--- config.mk ---
export PLATFORM = sky130hd
export DESIGN_NAME = sp_selfprog
export DESIGN_NICKNAME = d
export VERILOG_FILES = /design/src/hw/sp_pkg.sv /design/src/hw/sp_selfprog.sv
export VERILOG_INCLUDE_DIRS = /design/src /design/src/hw
export SDC_FILE = /design/constraint.sdc
export NUM_CORES = 1
export LEC_CHECK = 0
export BUFFER_PORTS_ARGS = -buffer_cell sky130_fd_sc_hd__buf_2
export CORE_MARGIN = 10
export CORE_UTILIZATION = 55
export DETAILED_ROUTE_END_ITERATION = 6
export PLACE_DENSITY = 0.81
export SETUP_SLACK_MARGIN = 0.4
export SLEW_MARGIN = 20
export SYNTH_ARGS = -nofsm -noshare
export SYNTH_HDL_FRONTEND = slang
export SYNTH_SLANG_ARGS = --single-unit
--- constraint.sdc ---
create_clock -name ref_clk -period 3.3 [get_ports ref_clk]
set_clock_uncertainty 0.1 [all_clocks]
set_input_delay 0.165 -clock ref_clk [delete_from_list [all_inputs] [get_ports ref_clk]]
set_output_delay 0.165 -clock ref_clk [all_outputs]
set_load 0.01 [all_outputs]
--- src/hw/sp_regs.svh ---
// register offsets, bit positions, reset values and timing counts of the self-programming block
// Operation
// - sig read armed plus quick load returns byte
// - arming bits self-clear after read or timeout
// - unarmed load reads normal program flash
// - id bytes 0,2,4; calibration at 1
// - serial bytes at 0x0E-0x17, 0x14 unused
// - system reset never aborts running flash write; power-on reset does
// - write duration timed by rc oscillator
// - each flash write takes 3.2-3.4ms
// - blocked section unreadable during erase/write
// - store accepted only within four cycles
// - busy flag held until re-enable written
`ifndef SP_REGS_SVH
`define SP_REGS_SVH
`define SP_CTRL_ADDR 6'h00
`define SP_CTRL_RST 8'h00
`define SP_EN_POS 0
`define SP_ERASE_POS 1
`define SP_WRITE_POS 2
`define SP_LOCK_POS 3
`define SP_REEN_POS 4
`define SP_SIG_POS 5
`define SP_RWWB_POS 6
`define SP_LPM_WIN 3
`define SP_SPM_WIN 4
`define SP_WIN_RST 3'h0
`define SP_PROG_MIN_US 3200
`define SP_PROG_MAX_US 3400
`define SP_UNASSIGNED_BYTE 8'hFF
`define SP_ROW_BYTES 24
`endif

--- src/hw/sp_pkg.sv ---
// types shared by the self-programming block
package sp_pkg;
  // core request: load / store strobes with the z pointer
  typedef struct packed {
    logic lpm;
    logic spm;
    logic [15:0] z;
  } sp_cpu_req_t;
  // running flash operation towards the array
  typedef struct packed {
    logic erase;
    logic write;
    logic lock;
    logic halt;
    logic [14:0] word;
  } sp_flash_op_t;
endpackage : sp_pkg

--- src/hw/sp_selfprog.sv ---
// self-programming control: signature row read, store window, rc-timed flash writes
`timescale 1ns/1ps
`include "sp_regs.svh"
module sp_selfprog #(
  parameter int RC_KHZ = 8000,
  parameter int PROG_TICKS = (`SP_PROG_MIN_US + `SP_PROG_MAX_US) / 2 * RC_KHZ / 1000,
  parameter logic [14:0] BLOCKED_DURING_WRITE_SECTION_START = 15'h0C00,
  parameter logic [8*`SP_ROW_BYTES-1:0] SIG_ROW = {8*`SP_ROW_BYTES{1'b0}} // arbitrary row content
) (
  input wire logic ref_clk,
  input wire logic rst_b,
  input wire logic por_b,
  input wire logic [5:0] reg_addr,
  input wire logic [7:0] reg_wdata,
  input wire logic reg_wr,
  input wire logic reg_rd,
  output logic [7:0] reg_rdata,
  input wire sp_pkg::sp_cpu_req_t cpu_req,
  input wire logic [15:0] flash_rdata,
  input wire logic eeprom_busy,
  input wire logic rc_osc,
  output logic [7:0] lpm_data,
  output logic lpm_valid,
  output sp_pkg::sp_flash_op_t flash_op,
  output logic rww_busy
);
  import sp_pkg::*;

  localparam int MIN_TICKS = (`SP_PROG_MIN_US * RC_KHZ + 999) / 1000;
  localparam int MAX_TICKS = `SP_PROG_MAX_US * RC_KHZ / 1000;

  // refuse settings the counters or the sampler cannot serve
  if (PROG_TICKS < 1 || PROG_TICKS > 65535 || RC_KHZ * 2 >= 250000) begin : g_bad_param
    $error("sp_selfprog: bad timing parameters");
  end

  // signature byte at a row address; unassigned slots read as a fixed value
  function automatic logic [7:0] sp_sig_byte(input logic [15:0] a);
    logic ok;
    ok = (a == 16'h0000) || (a == 16'h0001) || (a == 16'h0002) || (a == 16'h0004);
    ok = ok || ((a >= 16'h000E) && (a <= 16'h0017) && (a != 16'h0014));
    if (ok) begin
      return SIG_ROW[8*a[4:0] +: 8];
    end
    return `SP_UNASSIGNED_BYTE;
  endfunction : sp_sig_byte

  // word address lies in the section that is blocked while writing
  function automatic logic sp_in_rww(input logic [14:0] w);
    return w < BLOCKED_DURING_WRITE_SECTION_START;
  endfunction : sp_in_rww

  logic [5:0] cmd_ff;
  logic [2:0] win_ff;
  logic rc_s1_ff, rc_s2_ff, rc_s3_ff;
  logic busy_ff;
  logic [15:0] prog_cnt_ff;
  logic rww_busy_ff;
  logic [7:0] reg_rdata_ff, lpm_data_ff;
  logic lpm_valid_ff;
  sp_flash_op_t flash_op_ff;

  logic ctrl_wr, armed, sig_mode, lpm_sig, spm_take, prog_start, reen_take, rc_tick, prog_done, rww_hit;
  logic [7:0] sig_pick, flash_byte;

  // command decode from the armed bits and the open window
  assign ctrl_wr = reg_wr && (reg_addr == `SP_CTRL_ADDR) && !eeprom_busy && !busy_ff;
  assign armed = cmd_ff[`SP_EN_POS];
  assign sig_mode = armed && cmd_ff[`SP_SIG_POS];
  assign lpm_sig = cpu_req.lpm && sig_mode && (win_ff >= 3'(`SP_SPM_WIN - `SP_LPM_WIN + 1));
  assign spm_take = cpu_req.spm && armed && !sig_mode && (win_ff != 3'h0) && !busy_ff;
  assign prog_start = spm_take && (cmd_ff[`SP_ERASE_POS] || cmd_ff[`SP_WRITE_POS] || cmd_ff[`SP_LOCK_POS]);
  assign reen_take = spm_take && cmd_ff[`SP_REEN_POS];
  assign rc_tick = rc_s2_ff && !rc_s3_ff;
  assign prog_done = busy_ff && rc_tick && (prog_cnt_ff == 16'h0000);
  assign rww_hit = rww_busy_ff && sp_in_rww(cpu_req.z[15:1]);
  assign sig_pick = sp_sig_byte(cpu_req.z);
  assign flash_byte = cpu_req.z[0] ? flash_rdata[15:8] : flash_rdata[7:0];

  // control bits: armed by a write, cleared on use, on timeout or at the end of a write
  always_ff @(posedge ref_clk or negedge rst_b) begin
    if (!rst_b) begin
      cmd_ff <= 6'(`SP_CTRL_RST);
    end else if (ctrl_wr) begin
      cmd_ff <= reg_wdata[5:0];
    end else if (lpm_sig) begin
      cmd_ff <= 6'h00;
    end else if (spm_take && !prog_start) begin
      cmd_ff <= 6'h00;
    end else if (prog_done) begin
      cmd_ff <= 6'h00;
    end else if (sig_mode && win_ff == 3'(`SP_SPM_WIN - `SP_LPM_WIN + 1) && !cpu_req.lpm) begin
      cmd_ff <= 6'h00;
    end else if (win_ff == 3'h1 && !spm_take && !busy_ff) begin
      cmd_ff <= 6'h00;
    end
  end

  // cycles left in which a load or store may follow the arming write
  always_ff @(posedge ref_clk or negedge rst_b) begin
    if (!rst_b) begin
      win_ff <= `SP_WIN_RST;
    end else if (ctrl_wr) begin
      win_ff <= reg_wdata[`SP_EN_POS] ? 3'(`SP_SPM_WIN) : 3'h0;
    end else if (lpm_sig || spm_take) begin
      win_ff <= 3'h0;
    end else if (win_ff != 3'h0) begin
      win_ff <= win_ff - 3'h1;
    end
  end

  // rc oscillator brought into the clock domain; s3 only serves the edge detect
  always_ff @(posedge ref_clk or negedge por_b) begin
    if (!por_b) begin
      rc_s1_ff <= 1'b0;
      rc_s2_ff <= 1'b0;
      rc_s3_ff <= 1'b0;
    end else begin
      rc_s1_ff <= rc_osc;
      rc_s2_ff <= rc_s1_ff;
      rc_s3_ff <= rc_s2_ff;
    end
  end

  // flash write timer on power-on reset only, so a system reset lets it finish
  always_ff @(posedge ref_clk or negedge por_b) begin
    if (!por_b) begin
      busy_ff <= 1'b0;
      prog_cnt_ff <= 16'h0000;
    end else if (prog_start) begin
      busy_ff <= 1'b1;
      prog_cnt_ff <= 16'(PROG_TICKS - 1);
    end else if (busy_ff && rc_tick) begin
      if (prog_cnt_ff == 16'h0000) begin
        busy_ff <= 1'b0;
      end else begin
        prog_cnt_ff <= prog_cnt_ff - 16'h0001;
      end
    end
  end

  // operation handed to the array, core halted for writes into its own section
  always_ff @(posedge ref_clk or negedge por_b) begin
    if (!por_b) begin
      flash_op_ff <= '0;
    end else if (prog_start) begin
      flash_op_ff.erase <= cmd_ff[`SP_ERASE_POS];
      flash_op_ff.write <= cmd_ff[`SP_WRITE_POS];
      flash_op_ff.lock <= cmd_ff[`SP_LOCK_POS] && !cmd_ff[`SP_ERASE_POS] && !cmd_ff[`SP_WRITE_POS];
      flash_op_ff.halt <= (cmd_ff[`SP_ERASE_POS] || cmd_ff[`SP_WRITE_POS]) && !sp_in_rww(cpu_req.z[15:1]);
      flash_op_ff.word <= cpu_req.z[15:1];
    end else if (prog_done) begin
      flash_op_ff <= '0;
    end
  end

  // blocked-section flag: set by erase/write there, cleared only by re-enable
  always_ff @(posedge ref_clk or negedge por_b) begin
    if (!por_b) begin
      rww_busy_ff <= 1'b0;
    end else if (prog_start && (cmd_ff[`SP_ERASE_POS] || cmd_ff[`SP_WRITE_POS]) && sp_in_rww(cpu_req.z[15:1])) begin
      rww_busy_ff <= 1'b1;
    end else if (reen_take) begin
      rww_busy_ff <= 1'b0;
    end
  end

  // load results: signature byte, normal flash byte, or blank for the blocked section
  always_ff @(posedge ref_clk or negedge rst_b) begin
    if (!rst_b) begin
      lpm_valid_ff <= 1'b0;
      lpm_data_ff <= 8'h00;
    end else begin
      lpm_valid_ff <= cpu_req.lpm;
      if (lpm_sig) begin
        lpm_data_ff <= sig_pick;
      end else if (rww_hit) begin
        lpm_data_ff <= `SP_UNASSIGNED_BYTE;
      end else begin
        lpm_data_ff <= flash_byte;
      end
    end
  end

  // register read port, enable bit reads set while a write runs
  always_ff @(posedge ref_clk or negedge rst_b) begin
    if (!rst_b) begin
      reg_rdata_ff <= 8'h00;
    end else if (reg_rd && reg_addr == `SP_CTRL_ADDR) begin
      reg_rdata_ff <= {1'b0, rww_busy_ff, cmd_ff[5:1], cmd_ff[0] || busy_ff};
    end else begin
      reg_rdata_ff <= 8'h00;
    end
  end

  assign reg_rdata = reg_rdata_ff;
  assign lpm_data = lpm_data_ff;
  assign lpm_valid = lpm_valid_ff;
  assign flash_op = flash_op_ff;
  assign rww_busy = rww_busy_ff;

  localparam int TICKS_M1 = PROG_TICKS - 1;
endmodule : sp_selfprog

==> results of run 1 <==
registers in the layout, summed over array words and instances (netlist names):
signal       cells
flash_op        19
prog_cnt_ff     16
lpm_data         8
reg_rdata        7
cmd_ff           6
win_ff           3
busy_ff          1
lpm_valid        1
rc_s1_ff         1
rc_s2_ff         1
rc_s3_ff         1
rww_busy         1
per-layer routing:
layer  track usage, %  part of all wire, %
met1             22.0                   40
met2             33.0                   51
met3             5.00                  6.4
met4             10.7                  3.1
met5                0                    0
placed cells by master, fill, tap and decap left out, types with 2 or more instances in the layout:
master and count:
o41ai_1 3, a21oi_1 2, or3_1 4, nor2_1 19
buf_4 2, clkbuf_8 11, o31ai_1 7, nor2b_1 9
inv_1 12, o21ai_0 14, nor4_1 5, dfrtp_1 65
dlygate4sd3_1 22, buf_2 88, nand4bb_1 2, nand2_1 15
and2_1 10, ha_1 6, nor3_1 7, nand3_1 5
nor3b_1 2, o211ai_1 7, o21a_1 2, and3_1 2
or4_1 4, a211oi_1 10, a22o_1 18, clkinv_2 2
mux2i_1 12, nand2b_1 2
layout make-up:
cell class                      instances  area share (%)
Clock buffer                           12            3.89
Clock inverter                          3            1.00
Inverter                               12            1.13
Multi-Input combinational cell        192            34.1
Sequential cell                        65            40.7
Tap cell                               72            2.26
Timing Repair Buffer                  112            16.9
worst max-delay path, cell delays in order, from the launching register on:
cell	delay, ns
dfrtp_1	0.43
inv_1	0.11
ha_1	0.20
nor4b_1	0.58
nand3_2	0.18
or4_1	0.45
mux2i_1	0.14
per-stage QoR:
stage	area [um^2]	utilization (%)	instances	hold slack [ns]	setup slack (ns)
after floorplan	3090	-	280	-0.231	1.34
after global placement	3580	65.4	431	0.0747	1.15
after detailed placement	3580	65.4	431	0.0761	1.12
after CTS	3990	73.0	468	0.000925	1.05
after global routing	3990	73.0	468	0.0258	0.853
final	3990	73.0	468	0.0142	0.993
worst paths after layout:
kind | from | endpoint | slack, ns | cells after the start
max reg2reg | prog_cnt_ff[0]$_DFFE_PN0P_ | prog_cnt_ff[12]$_DFFE_PN0P_ | 0.99 | 6
min in group asynchronous | rst_b | lpm_data[7]$_DFF_PN0_ | 0.25 | 2
max | prog_cnt_ff[0]$_DFFE_PN0P_ | prog_cnt_ff[12]$_DFFE_PN0P_ | 0.99 | 6
min reg2reg | rc_s1_ff$_DFF_PN0_ | rc_s2_ff$_DFF_PN0_ | 0.27 | 0
min | cpu_req[12] | flash_op[11]$_DFFE_PN0P_ | 0.01 | 2
max in group asynchronous | por_b | busy_ff$_DFFE_PN0P_ | 2.17 | 2
power by group:
part / switching (mW) / leakage (nW) / internal [mW]
Sequential: 0.0976 / 0.809 / 0.883
Clock: 0.292 / 0.102 / 0.384
Combinational: 0.205 / 1.04 / 0.181
Total: 0.594 / 1.95 / 1.45
cell families (layout without fill, tap and decap cells):
| kind of cell | count (synthesis) | in the layout | synth area share, % |
|---|---|---|---|
| other cells | 1 | 1 | 0.122 |
| flops | 65 | 65 | 52.7 |
| simple gates | 100 | 100 | 19.5 |
| buf+inv | 23 | 139 | 3.20 |
| mux | 12 | 12 | 3.89 |
| compound gates | 73 | 73 | 18.2 |
| fa+ha+maj | 6 | 6 | 2.43 |
==> out/qor.csv, run 1 <==
stage,metric,value,unit
clock_tree,cts_resized,0,
logic_synthesis,yosysUniqueCellTypes,54,
job,cap_violations,0,
logic_synthesis,synth.most_common_cell,dfrtp_1,
clock_tree,cts_root_buffer,clkbuf_8,
clock_tree,clk_pin_slew,0.07,ns
power,powerDensity,511,nW/um^2
timing,setup-tns-final,0,ns
floorplan,start_util,56.4,%
critical_path,worst_ep_required_time,3.42,ns
timing,rsz0062_at_grt,false,
logic_synthesis,ys_seq_elements,65,
route,dr.first_iter.drc_count,157,
critical_path,path_max_fanout,4,
logic_synthesis,synth_nets,341,
logic_synthesis,synth-edff-count,0,
timing,min_period,2.31,ns
clock_tree,numCtsBuffers,9,
layout,drive_gt1_share,28.5,%
clock_tree,holdBufCountCts,22,
logic_synthesis,yosysSeqAreaShare,52.7,%
clock_tree,tritoncts,yes,
floorplan,die_w,94.9,um
layout,area_delta_synth_final,29.4,%
clock_tree,cts.sinks,65,
logic_synthesis,syn-cell-area,3090,um^2
timing,slew_headroom,42.0,%
placed_design,io_buffers,88,
critical_path,crit_type,register to register,
outcome,status,completed,
route,drc,0,
layout,seq_area,1630,um^2
floorplan,dieArea,9010,um^2
clock_tree,clockBufferDepth,2,
logic_synthesis,ys_top_cells_by_area,"dfrtp_1, a22o_1, mux2i_1",
placed_design,dp_hpwl,5.61,mm
power,power.total,2.04,mW
route,wl,8.45,mm
layout,num-nets-final,453,
critical_path,endpoint_kind,register,
logic_synthesis,synth_common_cells,"dfrtp_1, nor2_1, a22o_1, nand2_1, o21ai_0",
logic_synthesis,synth_top_area_cell,dfrtp_1,
placed_design,gp_congestion,0.838,
timing,final-max-slew-violation-count,0,
global_route,grt_max_degree,41,
critical_path,arrival,2.43,ns
logic_synthesis,synthArstFlopShare,100,%
layout,fill_cells,409,
logic_synthesis,avgSynthCellArea,11.0,um^2
timing,period_share,69.9,%
logic_synthesis,ys_warn_count,0,
route,post_drt_wl_per_cell,18.0,um
timing,finalHoldViolCount,0,
global_route,grt_pass1_vias,2720,
min_path,hold_path.class,input pin to register,
layout,multi_input_area,1360,um^2
timing,finalSetupViolations,0,
global_route,grt_pass1_wl,13.7,mm
floorplan,num_rows,27,
clock_tree,post_cts_buffers,0,
timing,fmax,433,MHz
floorplan,ios,92,
power,vdd_drop_max,0.331,mV
timing,worst_slew_pin_slew,0.870,ns
clock_tree,clock_latency,0.34,ns
layout,antennaDiodeCount,0,
logic_synthesis,dominantRegCellSynth,dfrtp_1,
route,vias,2711,
route,viasPerCell,5.79,
logic_synthesis,netlist_instances,280,
global_route,grt_usage,19.5,%
route,drt-pass1-iter-count,4,
global_route,antenna_found_initial,0,
power,leakage,1.95,nW
global_route,overflow,0,
logic_synthesis,yosysTopAreaCellShare,52.7,%
clock_tree,htree_levels,3,
route,antenna_left,0,
floorplan,coreArea,5470,um^2
floorplan,die_h,94.9,um
critical_path,cp-start-kind,register,
(Power assumes the default switching activity.)
==> run 2, diff against run 1 <==
--- a/config.mk
+++ b/config.mk
@@ -8,9 +8,9 @@
 export LEC_CHECK = 0
 export BUFFER_PORTS_ARGS = -buffer_cell sky130_fd_sc_hd__buf_2
 export CORE_MARGIN = 10
-export CORE_UTILIZATION = 55
+export CORE_UTILIZATION = 46
 export DETAILED_ROUTE_END_ITERATION = 6
-export PLACE_DENSITY = 0.81
+export PLACE_DENSITY = 0.72
 export SETUP_SLACK_MARGIN = 0.4
 export SLEW_MARGIN = 20
 export SYNTH_ARGS = -nofsm -noshare
==> constraint.sdc (replaced) <==
create_clock -name ref_clk -period 1.9 [get_ports ref_clk]
set_clock_uncertainty 0.1 [all_clocks]
set_input_delay 0.095 -clock ref_clk [delete_from_list [all_inputs] [get_ports ref_clk]]
set_output_delay 0.095 -clock ref_clk [all_outputs]
set_load 0.01 [all_outputs]
==> out/qor.csv, run 2 (synthesized netlist as in run 1, its figures left out) <==
stage,metric,value,unit,change
critical_path,crit_type,register to register,,
route,viasPerCell,5.67,,-2.2%
timing,rsz0062_at_grt,true,,
critical_path,crit-reg2reg-launch,prog_cnt_ff[0]$_DFFE_PN0P_,,
global_route,grt_max_degree,41,,unchanged
floorplan,dieArea,10400,um^2,+15%
floorplan,start_util,48.0,%,-8.3 points
global_route,gr-usage-met3,5.40,%,+0.40 points
route,dr.first_iter.drc_count,136,,-13%
clock_tree,numCtsBuffers,9,,unchanged
timing,final-max-slew-violation-count,0,,unchanged
critical_path,path_max_fanout,2,,-2
global_route,met1_usage,22.2,%,+0.25 points
min_path,holdPathStages,4,,+2
timing,finalHoldViolCount,0,,unchanged
power,power.total,4.42,mW,+120%
critical_path,r2r_slack,0.09,ns,-0.91 ns
layout,multi_input_area,1790,um^2,+32%
route,wl,10.8,mm,+28%
critical_path,cp-start-kind,register,,
route,post_drt_wl_per_cell,19.8,um,+9.7%
layout,largest_reg_flops,19,,unchanged
outcome,status,completed,,
global_route,grt_usage,20.3,%,+0.84 points
min_path,hold_end,lpm_data[0]$_DFF_PN0_,,
clock_tree,clockBufferDepth,2,,unchanged
timing,slew_headroom,60.2,%,+18 points
layout,drive_gt1_share,47.6,%,+19 points
route,drc,0,,unchanged
route,antenna_left,0,,unchanged
placed_design,dp_hpwl,6.22,mm,+11%
power,p_comb_share,30.4,%,+12 points
floorplan,num_rows,29,,+7.4%
job,cap_violations,0,,unchanged
power,vdd_drop_max,0.478,mV,+44%
min_path,hold_path.class,input pin to register,,
route,vias,3089,,+14%
clock_tree,htree_levels,3,,unchanged
critical_path,worst_ep_required_time,2.04,ns,-1.38 ns
layout,antennaDiodeCount,0,,unchanged
timing,period_share,95.5,%,+26 points
power,clkPwrFrac,31.0,%,-2.1 points
layout,seq_area,1630,um^2,+0.31%
global_route,antenna_found_initial,0,,unchanged
timing,setup-tns-final,0,ns,unchanged
floorplan,die_h,102,um,+7.4%
power,leakage,2.41,nW,+23%
clock_tree,clock_latency,0.35,ns,about the same
timing,min_period,1.81,ns,-0.492 ns
placed_design,io_buffers,88,,unchanged
power,internal_power,3.11,mW,+120%
power,powerDensity,870,nW/um^2,+70%
power,power_switching_share,29.5,%,+0.43 points
critical_path,endpoint_kind,register,,
placed_design,gp_congestion,0.873,,+4.2%
placed_design,dp_cells,463,,+7.4%
global_route,overflow,0,,unchanged
layout,mostFrequentLayoutCell,buf_2,,
timing,timing.hold.ws,0.0384,ns,+0.0242 ns
floorplan,die_w,102,um,+7.4%
min_path,min_from,flash_rdata[0],,
clock_tree,clk_pin_slew,0.07,ns,about the same
global_route,grt_pass1_wl,16.6,mm,+21%
layout,fill_cells,375,,-8.3%
global_route,grt_pass1_vias,3296,,+21%
global_route,grt_busiest_layer,met2,,
layout,final_cell_count_no_fill,545,,+16%
timing,finalSetupViolations,0,,unchanged
floorplan,ios,92,,unchanged
timing,worst_slew_pin_slew,0.582,ns,-0.288 ns
layout,fin_util,79.1,%,+6.1 points
critical_path,r2r-end,prog_cnt_ff[12]$_DFFE_PN0P_,,
floorplan,coreArea,6420,um^2,+17%
layout,num-nets-final,525,,+16%
timing,fmax,551,MHz,+27%
critical_path,arrival,1.95,ns,-0.48 ns
route,drt-pass1-iter-count,4,,unchanged
critical_path,r2r_cells,6,,unchanged
clock_tree,cts_root_buffer,clkbuf_8,,
power,pwr-share-seq,38.6,%,-9.4 points
power,switchingPower,1.31,mW,+120%
global_route,grt_use_met2,35.5,%,+2.5 points
layout,area_delta_synth_final,64.6,%,
layout,layout_common_cells,"buf_2, dfrtp_1, buf_4",,
clock_tree,tritoncts,yes,,
clock_tree,cts.sinks,65,,unchanged
## run 2: worst max path at each step
| stage | startpoint | end | slack, ns | cells past startpoint |
|---|---|---|---|---|
| after global placement | prog_cnt_ff[13]$_DFFE_PN0P_ | flash_op[0]$_DFFE_PN0P_ | 0.05 | 4 |
| after floorplan | prog_cnt_ff[5]$_DFFE_PN0P_ | prog_cnt_ff[15]$_DFFE_PN0P_ | 0.09 | 4 |
| final | prog_cnt_ff[0]$_DFFE_PN0P_ | prog_cnt_ff[12]$_DFFE_PN0P_ | 0.09 | 6 |
| after global routing | prog_cnt_ff[10]$_DFFE_PN0P_ | cmd_ff[4]$_DFFE_PN0P_ | 0.008 | 6 |
| after CTS | prog_cnt_ff[1]$_DFFE_PN0P_ | prog_cnt_ff[12]$_DFFE_PN0P_ | 0.13 | 6 |
| after detailed placement | prog_cnt_ff[13]$_DFFE_PN0P_ | flash_op[1]$_DFFE_PN0P_ | 0.005 | 4 |
## run 2: area by class of cell
cell class                 instances  share of cell area, %
multi-input combinational        196                   35.3
sequential                        65                   32.1
timing repair buffer             180                   25.3
clock buffer                      13                   3.33
tap                               77                   1.90
clock inverter                     2                   1.18
inverter                          12                  0.887
## run 2: stage by stage
stage                     worst slack (ns)  instance area (um^2)
final                               0.0854                  5080
after global routing               0.00750                  5080
after CTS                            0.135                  4920
after detailed placement           0.00456                  3890
after global placement              0.0540                  3890
after floorplan                     0.0897                  3210
## run 2: timing repair
action                                  4_1_cts  5_1_grt
gates resized for setup                      48       15
cloned                                        4        0
buffers inserted                             20       10
hold buffers                                 33        0
pin swaps                                    31       23
endpoints found under the setup margin       54       54
hold endpoints to repair                     97        0
## run 2: power groups by stage
stage | logic (mW) | registers, mW | clock network [mW]
detailed placement | 0.916 | 1.69 | 0
global placement | 0.876 | 1.68 | 0
finish | 1.34 | 1.71 | 1.37
floorplan | 0.485 | 1.72 | 0
global route | 1.44 | 1.72 | 1.44
CTS | 1.26 | 1.67 | 1.37
## run 2: critical path: stages, from the launching register on
cell and delay, ns:
dfrtp_1 0.40, inv_2 0.11, ha_4 0.15, nor4b_4 0.24, nand3_2 0.13, or4_4 0.43, mux2i_1 0.13
## run 2: layer usage
metal  vias to the layer above  share of wire (%)  routed length [um]
met5                         -                  0                   0
met4                         0                3.5                 374
met3                        35                5.6                 606
met2                        95                 52                5600
met1                      1536                 39                4210
li1                       1423                  -                   -
